--- src/logic/hv_port_pkg.sv ---
// Purpose: Shared constants for the high voltage indirect register port
// Assumes: 20 MHz system clock, byte-wide commands, 12-bit data register
// Notes:   Timing counts derive from the time figures and the clock period
package hv_port_pkg;

   // Memory-mapped register addresses
   localparam logic [31:0] CMD_PORT_ADDR  = 32'hFFFF_0804;
   localparam logic [31:0] DATA_PORT_ADDR = 32'hFFFF_080C;

   // Widths
   localparam int CMD_W   = 8;
   localparam int DATA_W  = 12;
   localparam int BYTE_W  = 8;
   localparam int TAG_W   = 4;
   localparam int BUS_W   = 32;
   localparam int FRAME_W = 17;

   // Command codes
   localparam logic [7:0] CMD_RD_CFG0 = 8'h00;
   localparam logic [7:0] CMD_RD_CFG1 = 8'h01;
   localparam logic [7:0] CMD_RD_STAT = 8'h02;
   localparam logic [7:0] CMD_RD_MON  = 8'h03;
   localparam logic [7:0] CMD_WR_CFG0 = 8'h08;
   localparam logic [7:0] CMD_WR_CFG1 = 8'h09;

   // Command port read fields
   localparam int BUSY_BIT  = 0;
   localparam int RX_OK_BIT = 1;
   localparam int TX_OK_BIT = 2;

   // Data port fields
   localparam int DATA_LSB = 0;
   localparam int TAG_LSB  = 8;

   // Frame lengths in link bits: start bit, command, optional data byte
   localparam logic [4:0] WRITE_FRAME_BITS = 5'd17;
   localparam logic [4:0] READ_FRAME_BITS  = 5'd9;
   localparam logic [4:0] READ_BACK_BITS   = 5'd8;

   // Reset values
   localparam logic [11:0] DATA_RESET = 12'h000;
   localparam logic [7:0]  CMD_RESET  = 8'h00;

   // Timing
   localparam int SYS_PERIOD_NS  = 50;
   localparam int LATENCY_MAX_NS = 10000;
   localparam int LATENCY_CYCLES = (LATENCY_MAX_NS / SYS_PERIOD_NS < 1) ? 1 :
                                   LATENCY_MAX_NS / SYS_PERIOD_NS;
   localparam int TIMER_W        = 8;

endpackage

--- src/logic/hv_link_if.sv ---
// Purpose: Cleaned link levels passed from the pin synchroniser to the core
// Assumes: Both ends run on clk_sys
// Notes:   Levels only; edges are found by the consumer
`timescale 1ns/10ps
`default_nettype none
interface hv_link_if;
   logic sclk;
   logic sdata;

   modport producer (output sclk, output sdata);
   modport consumer (input sclk, input sdata);
endinterface
`default_nettype wire

--- src/logic/hv_indirect_register_port.sv ---
// Purpose: Command interpreter reaching four indirect registers over a 2-wire link
// Assumes: Link clock is made by the far end and runs freely; data pin idles high
// Notes:   Frame is a low start bit, command byte, then data byte, MSB first
`timescale 1ns/10ps
`default_nettype none
module hv_indirect_register_port
   import hv_port_pkg::*;
(
   input  wire logic              clk_sys,
   input  wire logic              resetn,
   input  wire logic [BUS_W-1:0]  bus_addr,
   input  wire logic              bus_wr,
   input  wire logic              bus_rd,
   input  wire logic [BUS_W-1:0]  bus_wdata,
   output logic      [BUS_W-1:0]  bus_rdata,
   output logic                   bus_rvalid,
   input  wire logic              link_sclk,
   input  wire logic              link_sdata_in,
   output logic                   link_sdata_out,
   output logic                   link_sdata_oe
);

   typedef enum logic [1:0] {
      ST_IDLE,
      ST_SEND,
      ST_RECV
   } link_state_e;

   // Command classification
   function automatic logic is_read_cmd(input logic [CMD_W-1:0] code);
      return (code == CMD_RD_CFG0) || (code == CMD_RD_CFG1) ||
             (code == CMD_RD_STAT) || (code == CMD_RD_MON);
   endfunction

   function automatic logic is_write_cmd(input logic [CMD_W-1:0] code);
      return (code == CMD_WR_CFG0) || (code == CMD_WR_CFG1);
   endfunction

   // Pin synchroniser
   hv_link_if link ();

   hv_pin_sync u_sync (
      .clk_sys   (clk_sys),
      .resetn    (resetn),
      .sclk_pin  (link_sclk),
      .sdata_pin (link_sdata_in),
      .link      (link.producer)
   );

   // Edge detection on the cleaned link clock
   logic sclk_prev;

   always_ff @(posedge clk_sys or negedge resetn) begin
      if (!resetn) begin
         sclk_prev <= 1'b1;
      end else begin
         sclk_prev <= link.sclk;
      end
   end

   wire sclk_rise = link.sclk && !sclk_prev;
   wire sclk_fall = !link.sclk && sclk_prev;

   // State
   link_state_e              state;
   link_state_e              next_state;
   logic [CMD_W-1:0]         cmd;
   logic [DATA_W-1:0]        data_port;
   logic [FRAME_W-1:0]       tx_shift;
   logic [BYTE_W-1:0]        rx_shift;
   logic [4:0]               bits_left;
   logic                     busy;
   logic                     tx_ok;
   logic                     rx_ok;
   logic                     timer_expired;

   // Register decode
   wire cmd_sel  = (bus_addr == CMD_PORT_ADDR);
   wire data_sel = (bus_addr == DATA_PORT_ADDR);
   wire [CMD_W-1:0] wr_code = bus_wdata[CMD_W-1:0];
   wire code_read  = is_read_cmd(wr_code);
   wire code_write = is_write_cmd(wr_code);

   // Commands are taken only when idle; unknown codes are ignored
   wire cmd_accept = bus_wr && cmd_sel && !busy && (code_read || code_write);
   wire data_write = bus_wr && data_sel && !busy;
   wire cur_read   = is_read_cmd(cmd);

   // Transfer end conditions
   wire send_last  = (state == ST_SEND) && sclk_fall && (bits_left == 5'd0);
   wire send_bit   = (state == ST_SEND) && sclk_fall && (bits_left != 5'd0);
   wire recv_bit   = (state == ST_RECV) && sclk_rise;
   wire recv_last  = recv_bit && (bits_left == 5'd1);
   wire write_done = send_last && !cur_read;
   wire turnaround = send_last && cur_read;
   // Frame still unfinished when the latency window from accept runs out
   wire abort      = busy && timer_expired;
   wire finish     = write_done || recv_last || abort;

   // Bounds every frame; a silent far end ends it as a failure
   hv_latency_timer u_timer (
      .clk_sys (clk_sys),
      .resetn  (resetn),
      .start   (cmd_accept),
      .stop    (write_done || recv_last),
      .expired (timer_expired)
   );

   // Frame contents for the accepted command
   wire [FRAME_W-1:0] frame_load =
      {1'b0, wr_code, data_port[DATA_LSB +: BYTE_W]};
   wire [4:0] frame_bits = code_read ? READ_FRAME_BITS : WRITE_FRAME_BITS;
   // One spare rise after turnaround: our own last command bit is still
   // on the wire at the first one, so it is shifted in and pushed out
   wire [4:0] recv_bits = READ_BACK_BITS + 5'd1;

   // Next state
   always_comb begin
      next_state = state;
      case (state)
         ST_IDLE: begin
            if (cmd_accept) begin
               next_state = ST_SEND;
            end
         end
         ST_SEND: begin
            if (timer_expired || write_done) begin
               next_state = ST_IDLE;
            end else if (turnaround) begin
               next_state = ST_RECV;
            end
         end
         ST_RECV: begin
            if (timer_expired || recv_last) begin
               next_state = ST_IDLE;
            end
         end
         default: begin
            next_state = ST_IDLE;
         end
      endcase
   end

   always_ff @(posedge clk_sys or negedge resetn) begin
      if (!resetn) begin
         state <= ST_IDLE;
      end else begin
         state <= next_state;
      end
   end

   // Busy flag
   always_ff @(posedge clk_sys or negedge resetn) begin
      if (!resetn) begin
         busy <= 1'b0;
      end else if (cmd_accept) begin
         busy <= 1'b1;
      end else if (finish) begin
         busy <= 1'b0;
      end
   end

   // Latched command code
   always_ff @(posedge clk_sys or negedge resetn) begin
      if (!resetn) begin
         cmd <= CMD_RESET;
      end else if (cmd_accept) begin
         cmd <= wr_code;
      end
   end

   // Bit counter
   always_ff @(posedge clk_sys or negedge resetn) begin
      if (!resetn) begin
         bits_left <= 5'd0;
      end else if (cmd_accept) begin
         bits_left <= frame_bits;
      end else if (turnaround) begin
         bits_left <= recv_bits;
      end else if (finish) begin
         bits_left <= 5'd0;
      end else if (send_bit || recv_bit) begin
         bits_left <= bits_left - 5'd1;
      end
   end

   // Outgoing shift register and pin drive, changed on link clock falls
   always_ff @(posedge clk_sys or negedge resetn) begin
      if (!resetn) begin
         tx_shift <= '0;
      end else if (cmd_accept) begin
         tx_shift <= frame_load;
      end else if (finish) begin
         tx_shift <= '0;
      end else if (send_bit) begin
         tx_shift <= {tx_shift[FRAME_W-2:0], 1'b0};
      end
   end

   // Data pin released high between frames
   always_ff @(posedge clk_sys or negedge resetn) begin
      if (!resetn) begin
         link_sdata_out <= 1'b1;
         link_sdata_oe  <= 1'b0;
      end else if (finish || turnaround) begin
         link_sdata_out <= 1'b1;
         link_sdata_oe  <= 1'b0;
      end else if (send_bit) begin
         link_sdata_out <= tx_shift[FRAME_W-1];
         link_sdata_oe  <= 1'b1;
      end
   end

   // Incoming shift register, sampled on link clock rises
   always_ff @(posedge clk_sys or negedge resetn) begin
      if (!resetn) begin
         rx_shift <= '0;
      end else if (cmd_accept) begin
         rx_shift <= '0;
      end else if (recv_bit) begin
         rx_shift <= {rx_shift[BYTE_W-2:0], link.sdata};
      end
   end

   // Outcome flags, cleared at accept, set on completion
   always_ff @(posedge clk_sys or negedge resetn) begin
      if (!resetn) begin
         tx_ok <= 1'b0;
      end else if (cmd_accept) begin
         tx_ok <= 1'b0;
      end else if (write_done || turnaround) begin
         tx_ok <= 1'b1;
      end
   end

   always_ff @(posedge clk_sys or negedge resetn) begin
      if (!resetn) begin
         rx_ok <= 1'b0;
      end else if (cmd_accept) begin
         rx_ok <= 1'b0;
      end else if (recv_last) begin
         rx_ok <= 1'b1;
      end
   end

   // Data port: software writes the byte; tag and read-back come from hardware
   wire [BYTE_W-1:0] read_byte = {rx_shift[BYTE_W-2:0], link.sdata};
   wire [TAG_W-1:0]  cmd_tag   = wr_code[TAG_W-1:0];

   always_ff @(posedge clk_sys or negedge resetn) begin
      if (!resetn) begin
         data_port <= DATA_RESET;
      end else if (recv_last) begin
         data_port[DATA_LSB +: BYTE_W] <= read_byte;
      end else if (cmd_accept) begin
         data_port[TAG_LSB +: TAG_W] <= cmd_tag;
      end else if (data_write) begin
         data_port[DATA_LSB +: BYTE_W] <= bus_wdata[DATA_LSB +: BYTE_W];
      end
   end

   // Read path: only the two ports are visible; others read as zero
   wire [BUS_W-1:0] cmd_read_word =
      {{(BUS_W-3){1'b0}}, tx_ok, rx_ok, busy};
   wire [BUS_W-1:0] data_read_word =
      {{(BUS_W-DATA_W){1'b0}}, data_port};
   wire [BUS_W-1:0] read_word =
      cmd_sel  ? cmd_read_word  :
      data_sel ? data_read_word : '0;

   always_ff @(posedge clk_sys or negedge resetn) begin
      if (!resetn) begin
         bus_rdata  <= '0;
         bus_rvalid <= 1'b0;
      end else begin
         bus_rvalid <= bus_rd;
         if (bus_rd) begin
            bus_rdata <= read_word;
         end
      end
   end

endmodule
`default_nettype wire

--- src/logic/hv_pin_sync.sv ---
// Purpose: Bring the link clock and data pins into the clk_sys domain
// Assumes: Pins are asynchronous to clk_sys
// Notes:   Three stages; a level counts once stages two and three agree
`timescale 1ns/10ps
`default_nettype none
module hv_pin_sync (
   input  wire logic clk_sys,
   input  wire logic resetn,
   input  wire logic sclk_pin,
   input  wire logic sdata_pin,
   hv_link_if.producer link
);

   logic [1:0] stage1;
   logic [1:0] stage2;
   logic [1:0] stage3;
   logic [1:0] level;

   always_ff @(posedge clk_sys or negedge resetn) begin
      if (!resetn) begin
         stage1 <= 2'b11;
         stage2 <= 2'b11;
         stage3 <= 2'b11;
      end else begin
         stage1 <= {sclk_pin, sdata_pin};
         stage2 <= stage1;
         stage3 <= stage2;
      end
   end

   // Accept a bit only when the last two stages agree
   always_ff @(posedge clk_sys or negedge resetn) begin
      if (!resetn) begin
         level <= 2'b11;
      end else begin
         for (int i = 0; i < 2; i++) begin
            if (stage2[i] == stage3[i]) begin
               level[i] <= stage3[i];
            end
         end
      end
   end

   assign link.sclk  = level[1];
   assign link.sdata = level[0];

endmodule
`default_nettype wire

--- src/logic/hv_latency_timer.sv ---
// Purpose: Bounds each link transfer to the documented latency
// Assumes: start is a one-cycle pulse
// Notes:   expired pulses once, LATENCY_CYCLES cycles after start
`timescale 1ns/10ps
`default_nettype none
module hv_latency_timer
   import hv_port_pkg::*;
(
   input  wire logic clk_sys,
   input  wire logic resetn,
   input  wire logic start,
   input  wire logic stop,
   output logic      expired
);

   localparam logic [TIMER_W-1:0] LOAD = TIMER_W'(LATENCY_CYCLES);

   logic [TIMER_W-1:0] count;
   logic               running;
   wire                last_tick = running && (count == TIMER_W'(1));

   always_ff @(posedge clk_sys or negedge resetn) begin
      if (!resetn) begin
         count   <= '0;
         running <= 1'b0;
         expired <= 1'b0;
      end else begin
         expired <= last_tick && !stop && !start;
         if (start) begin
            count   <= LOAD;
            running <= 1'b1;
         end else if (stop || last_tick) begin
            running <= 1'b0;
         end else if (running) begin
            count <= count - TIMER_W'(1);
         end
      end
   end

endmodule
`default_nettype wire

--- config.mk ---
export PLATFORM = sky130hd
export DESIGN_NAME = hv_indirect_register_port
export DESIGN_NICKNAME = d
export VERILOG_FILES = /design/src/logic/hv_port_pkg.sv /design/src/logic/hv_link_if.sv /design/src/logic/hv_indirect_register_port.sv /design/src/logic/hv_pin_sync.sv /design/src/logic/hv_latency_timer.sv
export SDC_FILE = /design/constraint.sdc
export NUM_CORES = 1
export LEC_CHECK = 0
export BUFFER_PORTS_ARGS = -buffer_cell sky130_fd_sc_hd__buf_2
export CAP_MARGIN = 0
export CORE_MARGIN = 4
export CORE_UTILIZATION = 48
export CTS_CLUSTER_DIAMETER = 120
export DETAILED_ROUTE_END_ITERATION = 12
export PLACE_DENSITY = 0.74
export SLEW_MARGIN = 20
export SYNTH_ARGS = -nofsm -noshare
export SYNTH_HDL_FRONTEND = slang
export SYNTH_SLANG_ARGS = --single-unit
--- constraint.sdc ---
create_clock -name clk_sys -period 4.8 [get_ports clk_sys]
set_clock_uncertainty 0.15 [all_clocks]
set_input_delay 0.96 -clock clk_sys [delete_from_list [all_inputs] [get_ports clk_sys]]
set_output_delay 0.96 -clock clk_sys [all_outputs]
set_load 0.02 [all_outputs]
==> impl_metrics.json, run 1 <==
{
  "path_class": "input port to flop",
  "yosysSeqAreaShare": 0.537,
  "track_usage": 0.186,
  "place_congestion": 0.869,
  "vias": 2849,
  "intPower_w": 0.00106,
  "die_h_um": 99.6,
  "grt.met2_usage": 0.305,
  "final_cell_mix": "dfrtp_1, buf_2, nand2_1",
  "rows": 33,
  "sw_frac_of_total": 0.220,
  "num_antenna_cells": 0,
  "synth_area_per_cell_um2": 10.9,
  "cts_setup_buffers": 0,
  "use_met3": 0.0372,
  "crit_path_max_fanout": 25,
  "ys_types": 54,
  "wl_per_cell_um": 15.8,
  "vdd_ir_drop_max_mv": 0.219,
  "numCtsBuffers": 9,
  "dr.pass1.iters": 4,
  "end_kind": "flop",
  "synth.largest_area_cell": "dfrtp_1",
  "period_needed_ps": 3060,
  "drive_gt1_frac": 0.241,
  "synthFlopType": "dfrtp_1",
  "grt_pass1_wl_mm": 14.7,
  "pwr-share-comb": 0.044,
  "slowest_stage": "or4_1",
  "final_common_cell": "dfrtp_1",
  "die_x_um": 99.6,
  "port_buffers": 60,
  "relSlewSlack": 0.475,
  "cp_cell_sequence": "buf_2 > or4_1 > or4b_4 > nor4_4 > buf_4 > nand2_1 > mux2_2",
  "cts_hold_buf": 0,
  "drtIter0Drc": 139,
  "synth_seq_cells": 86,
  "outcome": "complete, no violations",
  "antenna_left": 0,
  "clkSlewWorstSetupHoldPaths_ps": 80,
  "grt_pass1_vias": 3010,
  "wirelength_mm": 8.55,
  "required_ps": 4880,
  "final-setup-viol-count": 0,
  "overflow": 0,
  "p_seq_frac": 0.542,
  "netlist.area_leader.share": 0.472,
  "maxSlewViolCount": 0,
  "start_util": 0.493,
  "cp.arrival_ps": 3140,
  "synthArstFlopShare": 1.00,
  "clock_tree.root_cell": "clkbuf_8",
  "yosysWarnings": 0,
  "grt_setup_unrepaired": "no",
  "cts_max_level": 3,
  "path_delay_family": "simple AND/OR/NAND/NOR gates",
  "power_density_nw_per_um2": 295,
  "synth_edf_count": 0,
  "hold_viol_final": 0,
  "leakage_nw": 2.03,
  "syn_inst": 368,
  "grt_busiest_layer": "met2",
  "clock_path_buffers": 2,
  "antenna_found_initial": 0,
  "timing.hold.ws_ps": 206,
  "avgViaCountPerCell": 5.27,
  "clock_latency_ps": 350,
  "fmax_mhz": 327,
  "tightest_slew_ps": 777,
  "synth_area_um2": 4030,
  "fin_total_pwr_w": 0.00136,
  "io_pins": 105,
  "worst-path-buf-inv": 2,
  "core_um2": 8180,
  "clock-sinks": 86,
  "met1_usage": 0.242,
  "cts.repair.resized": 0,
  "power.share.clock": 0.414,
  "grt_max_degree": 87,
  "cts_tree": "built",
  "critical_path.startpoint_type": "input port",
  "syn2layout_area_growth_pct": 14.3,
  "drc": 0,
  "drv_cap": 0,
  "setup_tns_ps": 0,
  "ys_top_cells_by_area": "dfrtp_1, mux2i_1, dfstp_2",
  "hp-class": "flop to flop",
  "die_area_um2": 9920,
  "fin_crit_sh": 0.638,
  "hpwl_mm": 6.21,
  "p_sw_w": 0.000299,
  "nNetsFinal": 506,
  "cp_slowest_stage_delay_ps": 550
}
layer usage:
metal | share of wire | wire length [um] | vias up
met4 | 0.016 | 138 | 0
met1 | 0.44 | 3760 | 1383
met3 | 0.036 | 310 | 14
li1 | - | - | 1391
met2 | 0.51 | 4340 | 61
met5 | 0 | 0 | -
area by class of cell:
cell class	count	area (um^2)
Clock buffer	11	141
Clock inverter	5	82.6
Fill cell	709	3570
Inverter	11	41.3
Multi-Input combinational cell	258	1700
Sequential cell	86	2160
Tap cell	105	131
Timing Repair Buffer	65	344
registers in the layout, indices dropped and copies added (netlist names):
name	flops
bits_left	5
bus_rdata	12
bus_rvalid	1
busy	1
cmd	6
data_port	12
link_sdata_oe	1
link_sdata_out	1
rx_ok	1
rx_shift	7
sclk_prev	1
state	2
tx_ok	1
tx_shift	17
u_sync.level	2
u_sync.stage1	2
u_sync.stage2	2
u_sync.stage3	2
u_timer.count	8
u_timer.expired	1
u_timer.running	1
cells by family (layout without fill, tap and decap cells):
kind of cell	after synthesis	in the layout	synth area share
compound gates	59	59	0.0997
xor+xnor	8	8	0.0174
fa+ha+maj	7	7	0.0205
buf+inv	43	92	0.0599
flops	86	86	0.537
mux	31	31	0.0780
other cells	1	20	0.000931
simple gates	133	133	0.186
synthesized netlist by cell type (all sizes together), types with 6 or more instances:
master	number
nor3	7
o21ai	6
a21oi	20
nor2b	6
o31ai	8
nand4	9
inv	11
nand2b	7
a22o	9
buf	24
clkbuf	8
mux2i	28
nor2	30
dfstp	10
nand2	34
dfrtp	76
or3	6
final timing paths:
kind | depth (start not counted) | end | slack [ps] | start
setup / recovery | 7 | data_port[9] | 1740 | bus_wdata[5]
hold / removal | 0 | u_sync.stage2[1] | 210 | u_sync.stage1[1]
setup reg to reg | 5 | u_timer.count[6] | 1910 | u_sync.level[1]
hold reg to reg | 0 | u_sync.stage2[1] | 210 | u_sync.stage1[1]
max in group asynchronous | 1 | rx_shift[2] | 3490 | resetn
min in group asynchronous | 1 | bits_left[4] | 510 | resetn
metrics by stage:
step | instances | area, um^2 | setup slack [ps] | util
4_1_cts | 541 | 4600 | 1760 | 0.563
6_report | 541 | 4610 | 1740 | 0.563
3_5_place_dp | 525 | 4380 | 1380 | 0.536
5_1_grt | 541 | 4610 | 1600 | 0.563
3_3_place_gp | 525 | 4380 | 1410 | 0.536
2_1_floorplan | 387 | 4100 | 1860 | -
power groups by stage:
stage                logic, W  registers [W]  clock network, W
global route        0.0000663       0.000738          0.000609
global placement    0.0000582       0.000751                 0
floorplan           0.0000345       0.000751                 0
finish              0.0000594       0.000737          0.000563
detailed placement  0.0000598       0.000751                 0
CTS                 0.0000596       0.000738          0.000581
Power figures use the tool's default switching activity.
==> run 2, diff against run 1 <==
--- a/config.mk
+++ b/config.mk
@@ -5,13 +5,14 @@
 export SDC_FILE = /design/constraint.sdc
 export NUM_CORES = 1
 export LEC_CHECK = 0
+export ABC_AREA = 1
 export BUFFER_PORTS_ARGS = -buffer_cell sky130_fd_sc_hd__buf_2
 export CAP_MARGIN = 0
 export CORE_MARGIN = 4
 export CORE_UTILIZATION = 48
 export CTS_CLUSTER_DIAMETER = 120
 export DETAILED_ROUTE_END_ITERATION = 12
-export PLACE_DENSITY = 0.74
+export PLACE_DENSITY = 0.75
 export SLEW_MARGIN = 20
 export SYNTH_ARGS = -nofsm -noshare
 export SYNTH_HDL_FRONTEND = slang
==> constraint.sdc (replaced) <==
create_clock -name clk_sys -period 2.5 [get_ports clk_sys]
set_clock_uncertainty 0.15 [all_clocks]
set_input_delay 0.5 -clock clk_sys [delete_from_list [all_inputs] [get_ports clk_sys]]
set_output_delay 0.5 -clock clk_sys [all_outputs]
set_load 0.02 [all_outputs]
==> run 2 against run 1 <==
Against the previous run: setup slack got worse by 1200 ps; clock power is 77% higher; utilization grew 0.14 points; sequential share of layout area decreased by 3.9 points; cell count up 39%; combinational power grew to 2.9 times the previous value; largest cell class unchanged; area after synthesis is 11% higher; largest power group unchanged; sequential power grew 93%; synthesized cell count up 55%.
==> impl_metrics.json, run 2 <==
{
  "pwr-share-comb": 0.066,
  "ys_top_cells_by_area": "dfrtp_1, nand2_1, dfstp_2",
  "cts_tree": "built",
  "outcome": "complete, no violations",
  "cts.repair.resized": 0,
  "rrSetupSlack_ps": 500,
  "die_h_um": 104,
  "rows": 34,
  "place_congestion": 0.860,
  "synthFlopType": "dfrtp_1",
  "overflow": 0,
  "wirelength_mm": 9.67,
  "cp.arrival_ps": 2150,
  "hp-class": "input port to flop",
  "hp-start": "link_sdata_in",
  "wl_per_cell_um": 12.9,
  "antenna_found_initial": 0,
  "antenna_left": 0,
  "required_ps": 2650,
  "critical_path.startpoint_type": "flop",
  "final_cell_mix": "nand2_1, dfrtp_1, inv_1",
  "drv_cap": 0,
  "syn2layout_area_growth_pct": 12.7,
  "grt_setup_unrepaired": "no",
  "cts_max_level": 3,
  "end_kind": "flop",
  "grt_pass1_wl_mm": 16.3,
  "yosysSeqAreaShare": 0.486,
  "synth_seq_cells": 86,
  "clock_latency_ps": 360,
  "port_buffers": 60,
  "drc": 0,
  "min_to": "u_sync.stage1[0]",
  "post-route-util": 0.565,
  "vdd_ir_drop_max_mv": 0.405,
  "grt_max_degree": 39,
  "vias": 3703,
  "drive_gt1_frac": 0.188,
  "regMostFlops": "tx_shift",
  "largest_register_ffs": 17,
  "hold_viol_final": 0,
  "final-setup-viol-count": 0,
  "synth.most_common_cell": "nand2_1",
  "clock_path_buffers": 2,
  "die_area_um2": 10900,
  "clock_tree.root_cell": "clkbuf_8",
  "period_needed_ps": 2000,
  "hold_path_depth": 1,
  "reg_top3": "tx_shift x17, bus_rdata x12, data_port x12",
  "p_sw_w": 0.000651,
  "worstReg2RegEnd": "tx_shift[6]",
  "syn_inst": 570,
  "yosysWarnings": 0,
  "leakage_nw": 2.75,
  "final_common_cell": "nand2_1",
  "ys_types": 36,
  "fin_crit_sh": 0.801,
  "num_antenna_cells": 0,
  "start_util": 0.501,
  "fin_ws_ps": 497,
  "track_usage": 0.183,
  "io_pins": 105,
  "maxSlewViolCount": 0,
  "drtIter0Drc": 176,
  "clock-sinks": 86,
  "sw_frac_of_total": 0.252,
  "place_ws_ps": 369,
  "crit_path_max_fanout": 17,
  "dr.pass1.iters": 4,
  "synth_edf_count": 0,
  "synth_common_cells": "nand2_1, dfrtp_1, inv_1",
  "avgViaCountPerCell": 4.94,
  "path_class": "flop to flop",
  "grt_pass1_vias": 3599,
  "power.share.clock": 0.386,
  "hpwl_mm": 7.39,
  "r2r_start": "bits_left[0]",
  "clkSlewWorstSetupHoldPaths_ps": 100,
  "synthArstFlopShare": 1.00,
  "power_density_nw_per_um2": 516,
  "core_um2": 8890,
  "nNetsFinal": 712,
  "rr_worst_depth": 11,
  "die_x_um": 104,
  "synth_area_um2": 4460,
  "synth.largest_area_cell": "dfrtp_1",
  "synth_area_per_cell_um2": 7.82,
  "numCtsBuffers": 9,
  "fmax_mhz": 499,
  "intPower_w": 0.00194,
  "setup_tns_ps": 0,
  "p_seq_frac": 0.549,
  "netlist.area_leader.share": 0.427
}
==> run 2: changes by cell type after synthesis, moves of 9 or more <==
cell	before	now
a21oi_1	20	5
nand3_1	4	51
nor2_1	29	54
mux2i_1	28	0
nand2_1	34	184
a22o_1	9	0
inv_1	11	66
o21ai_0	6	27
==> run 2: power by group through the flow <==
| stage | combinational (W) | sequential (W) | clock (W) |
|---|---|---|---|
| 2_1_floorplan | 0.0000971 | 0.00145 | 0 |
| 3_3_place_gp | 0.000164 | 0.00145 | 0 |
| 3_5_place_dp | 0.000169 | 0.00145 | 0 |
| 4_1_cts | 0.000171 | 0.00142 | 0.00103 |
| 5_1_grt | 0.000190 | 0.00142 | 0.00109 |
| 6_report | 0.000170 | 0.00142 | 0.000999 |
==> run 2: layout make-up <==
class,instances,area (um^2)
flip-flops and latches,86,2160
clock inverters,7,77.6
fillers,813,3870
well taps,108,135
repair buffers,68,378
inverters,74,278
clock buffers,9,124
multi-input cells,398,1860
==> run 2: worst max-delay path by stage <==
stage	cells after the start	slack [ps]	startpoint	end
3_3_place_gp	10	400	bus_wdata[6]	bits_left[3]
6_report	11	500	bits_left[0]	tx_shift[6]
4_1_cts	11	450	bits_left[0]	tx_shift[6]
3_5_place_dp	11	370	bus_wr	bits_left[3]
5_1_grt	11	330	bits_left[1]	tx_shift[6]
2_1_floorplan	12	730	bits_left[0]	tx_shift[11]
==> run 2: repair_timing <==
item | 4_1_cts | 5_1_grt
hold buffers | 1 | 0
hold endpoints to repair | 30 | 0
setup buffers | 0 | 0
==> run 2: critical path, cell delays in order (launching register included) <==
cell and delay, ps:
dfrtp_1 370, inv_1 100, ha_1 230, nand2_1 80, nor2_2 60, nand3_4 110, nand2_4 70, nor2_4 150
nand2_2 120, nor2_4 310, nand2_1 100, nand3_1 100
==> run 2: metrics by stage <==
stage	cells	hold WS, ps	power, W	area, um^2
finish	750	84.6	0.00259	5020
global route	750	69.1	0.00270	5020
CTS	750	61.3	0.00262	5020
detailed placement	733	199	0.00162	4810
global placement	733	196	0.00161	4810
floorplan	589	54.4	0.00155	4530
==> run 2: cell families (layout without fill, tap and decap cells) <==
group	after synthesis	in the layout	synth area share
AND/OR/NAND/NOR	325	325	0.325
XOR/XNOR	4	4	0.00786
other	1	20	0.000841
adder cells (fa/ha/maj)	7	7	0.0185
AO/OA/AOI/OAI	42	42	0.0503
flip-flops	86	86	0.486
buffers and inverters	105	158	0.112
==> run 2: metal layers <==
layer | track usage | wire (um) | share of wire
met5 | 0 | 0 | 0
met4 | 0.0598 | 165 | 0.017
met3 | 0.0348 | 362 | 0.037
met2 | 0.327 | 5080 | 0.53
met1 | 0.221 | 4060 | 0.42
==> run 3, diff against run 2 <==
==> constraint.sdc (replaced) <==
create_clock -name clk_sys -period 1.81 [get_ports clk_sys]
set_clock_uncertainty 0.15 [all_clocks]
set_input_delay 0.362 -clock clk_sys [delete_from_list [all_inputs] [get_ports clk_sys]]
set_output_delay 0.362 -clock clk_sys [all_outputs]
set_load 0.02 [all_outputs]
==> run 3 against run 2 <==
Against the previous run: the run now ends with setup timing left; die area stayed put; first-iteration DRC count grew 1.1%; design area is 13% higher; cell count grew 6.4%; register-to-register slack worse by 530 ps; sequential power is 38% higher; utilization is 7.5 points higher; hold slack improved by 43 ps; global-route usage increased by 0.52 points; clock power rose by 55%; sequential share of layout area shrank 5.0 points.
==> impl_metrics.json, run 3 (synthesis results as in run 2) <==
{
  "grt_pass1_vias": 3710,
  "num_antenna_cells": 0,
  "die_area_um2": 10900,
  "crit_path_max_fanout": 7,
  "drv_cap": 0,
  "numCtsBuffers": 9,
  "drive_gt1_frac": 0.299,
  "final_cell_mix": "nand2_1, dfrtp_1, inv_1",
  "start_util": 0.501,
  "rows": 34,
  "hp-class": "input port to flop",
  "antenna_left": 0,
  "violations": "setup timing",
  "period_needed_ps": 1840,
  "fin_crit_sh": 1.02,
  "cts_max_level": 3,
  "end_kind": "flop",
  "cp_cell_sequence": "inv_2 > ha_4 > nand2_4 > nor2_4 > nand3_4 > buf_6 > nand4_4 > inv_4 > buf_6 > nand4_1 > nand3_1",
  "clock_path_buffers": 2,
  "die_x_um": 104,
  "port_buffers": 60,
  "reg_top3": "tx_shift x17, bus_rdata x12, data_port x12",
  "grt_setup_unrepaired": "yes",
  "hold_path_depth": 1,
  "final-setup-viol-count": 4,
  "fin_total_pwr_w": 0.00378,
  "post-route-util": 0.639,
  "hold_viol_final": 0,
  "path_delay_family": "simple AND/OR/NAND/NOR gates",
  "clock_tree.root_cell": "clkbuf_8",
  "avgViaCountPerCell": 4.95,
  "path_class": "flop to flop",
  "cp.arrival_ps": 1940,
  "outcome": "finished with violations",
  "path_depth": 11,
  "rr_worst_depth": 11,
  "required_ps": 1900,
  "core_um2": 8890,
  "clkSlewWorstSetupHoldPaths_ps": 100,
  "power_density_nw_per_um2": 666,
  "track_usage": 0.188,
  "grt_max_degree": 35,
  "fin_ws_ps": -31.6,
  "cts_tree": "built",
  "cp_slowest_stage_delay_ps": 390,
  "critical_path.startpoint_type": "flop",
  "die_h_um": 104,
  "grt_pass1_wl_mm": 17.0,
  "largest_register_ffs": 17,
  "nNetsFinal": 760,
  "drc": 0,
  "place_ws_ps": -149,
  "path_common_cell": "buf_6",
  "wl_per_cell_um": 13.0,
  "dr.pass1.iters": 4,
  "vdd_ir_drop_max_mv": 0.417,
  "hpwl_mm": 7.47,
  "place_congestion": 0.850,
  "regMostFlops": "tx_shift",
  "setup_tns_ps": -63.9,
  "final_common_cell": "nand2_1",
  "fmax_mhz": 543,
  "clock-sinks": 86,
  "syn2layout_area_growth_pct": 27.5,
  "drtIter0Drc": 178,
  "leakage_nw": 3.10,
  "slowest_stage": "dfrtp_1",
  "clock_latency_ps": 360,
  "maxSlewViolCount": 0,
  "vias": 3948,
  "worst-path-buf-inv": 4,
  "io_pins": 105,
  "wirelength_mm": 10.3,
  "overflow": 0,
  "antenna_found_initial": 0
}
-- run 3: cell types whose count changed in the layout (fill, tap and decap cells not counted), moves of 4 or more --
cell | previous run | this run
buf_4 | 7 | 39
buf_6 | 0 | 10
nand2_1 | 184 | 164
nand2_2 | 3 | 19
nand2_4 | 1 | 5
nand3_1 | 51 | 47
nand3_2 | 2 | 6
nor2_1 | 54 | 47
nor2_4 | 6 | 10
o21ai_0 | 27 | 22
-- run 3: where the power goes --
group | switching [W] | internal (W) | leakage, nW
sequential | 0.0000104 | 0.00195 | 1.10
clock | 0.000756 | 0.000796 | 0.117
combinational | 0.000170 | 0.0000998 | 1.88
-- run 3: path summary, 6_finish.rpt --
check	slack, ps	endpoint	startpoint
min in group asynchronous	320	cmd[4]	resetn
worst max register to register	-30	u_timer.count[3]	bits_left[1]
worst max-delay path	-30	u_timer.count[3]	bits_left[1]
max in group asynchronous	660	rx_shift[2]	resetn
worst min-delay path	130	bus_rvalid	bus_rd
worst min register to register	210	u_sync.stage2[1]	u_sync.stage1[1]
-- run 3: layer usage --
| layer | vias up | GRT usage | share of wire |
|---|---|---|---|
| met2 | 97 | 0.328 | 0.53 |
| met5 | - | 0 | 0 |
| li1 | 1969 | - | - |
| met3 | 20 | 0.0317 | 0.041 |
| met1 | 1862 | 0.240 | 0.41 |
| met4 | 0 | 0.0551 | 0.020 |
-- run 3: timing repair --
action | in CTS | in global routing
pin swaps | 4 | 21
buffers inserted | 4 | 7
hold buffers | 3 | 0
gates resized for setup | 17 | 55
setup endpoints to repair | 40 | 40
hold endpoints to repair | 22 | 0
-- run 3: through the flow --
stage	instance area, um^2	hold slack [ps]	cells
6_report	5680	127	798
5_1_grt	5680	123	798
4_1_cts	5480	116	793
3_5_place_dp	5120	179	770
3_3_place_gp	5120	179	770
2_1_floorplan	4530	-83.6	589
-- run 3: cell type report --
| cell class | count | area, um^2 |
|---|---|---|
| Fill cell | 762 | 3210 |
| Sequential cell | 86 | 2160 |
| Multi-Input combinational cell | 398 | 2040 |
| Timing Repair Buffer | 116 | 826 |
| Inverter | 74 | 290 |
| Tap cell | 108 | 135 |
| Clock buffer | 9 | 124 |
| Clock inverter | 7 | 108 |
-- run 3: worst reg2reg max path: stages (launching register included) --
cell and delay, ps:
dfrtp_1 390, inv_2 120, ha_4 160, nand2_4 50
nor2_4 130, nand3_4 110, buf_6 140, nand4_4 140
inv_4 70, buf_6 120, nand4_1 70, nand3_1 80
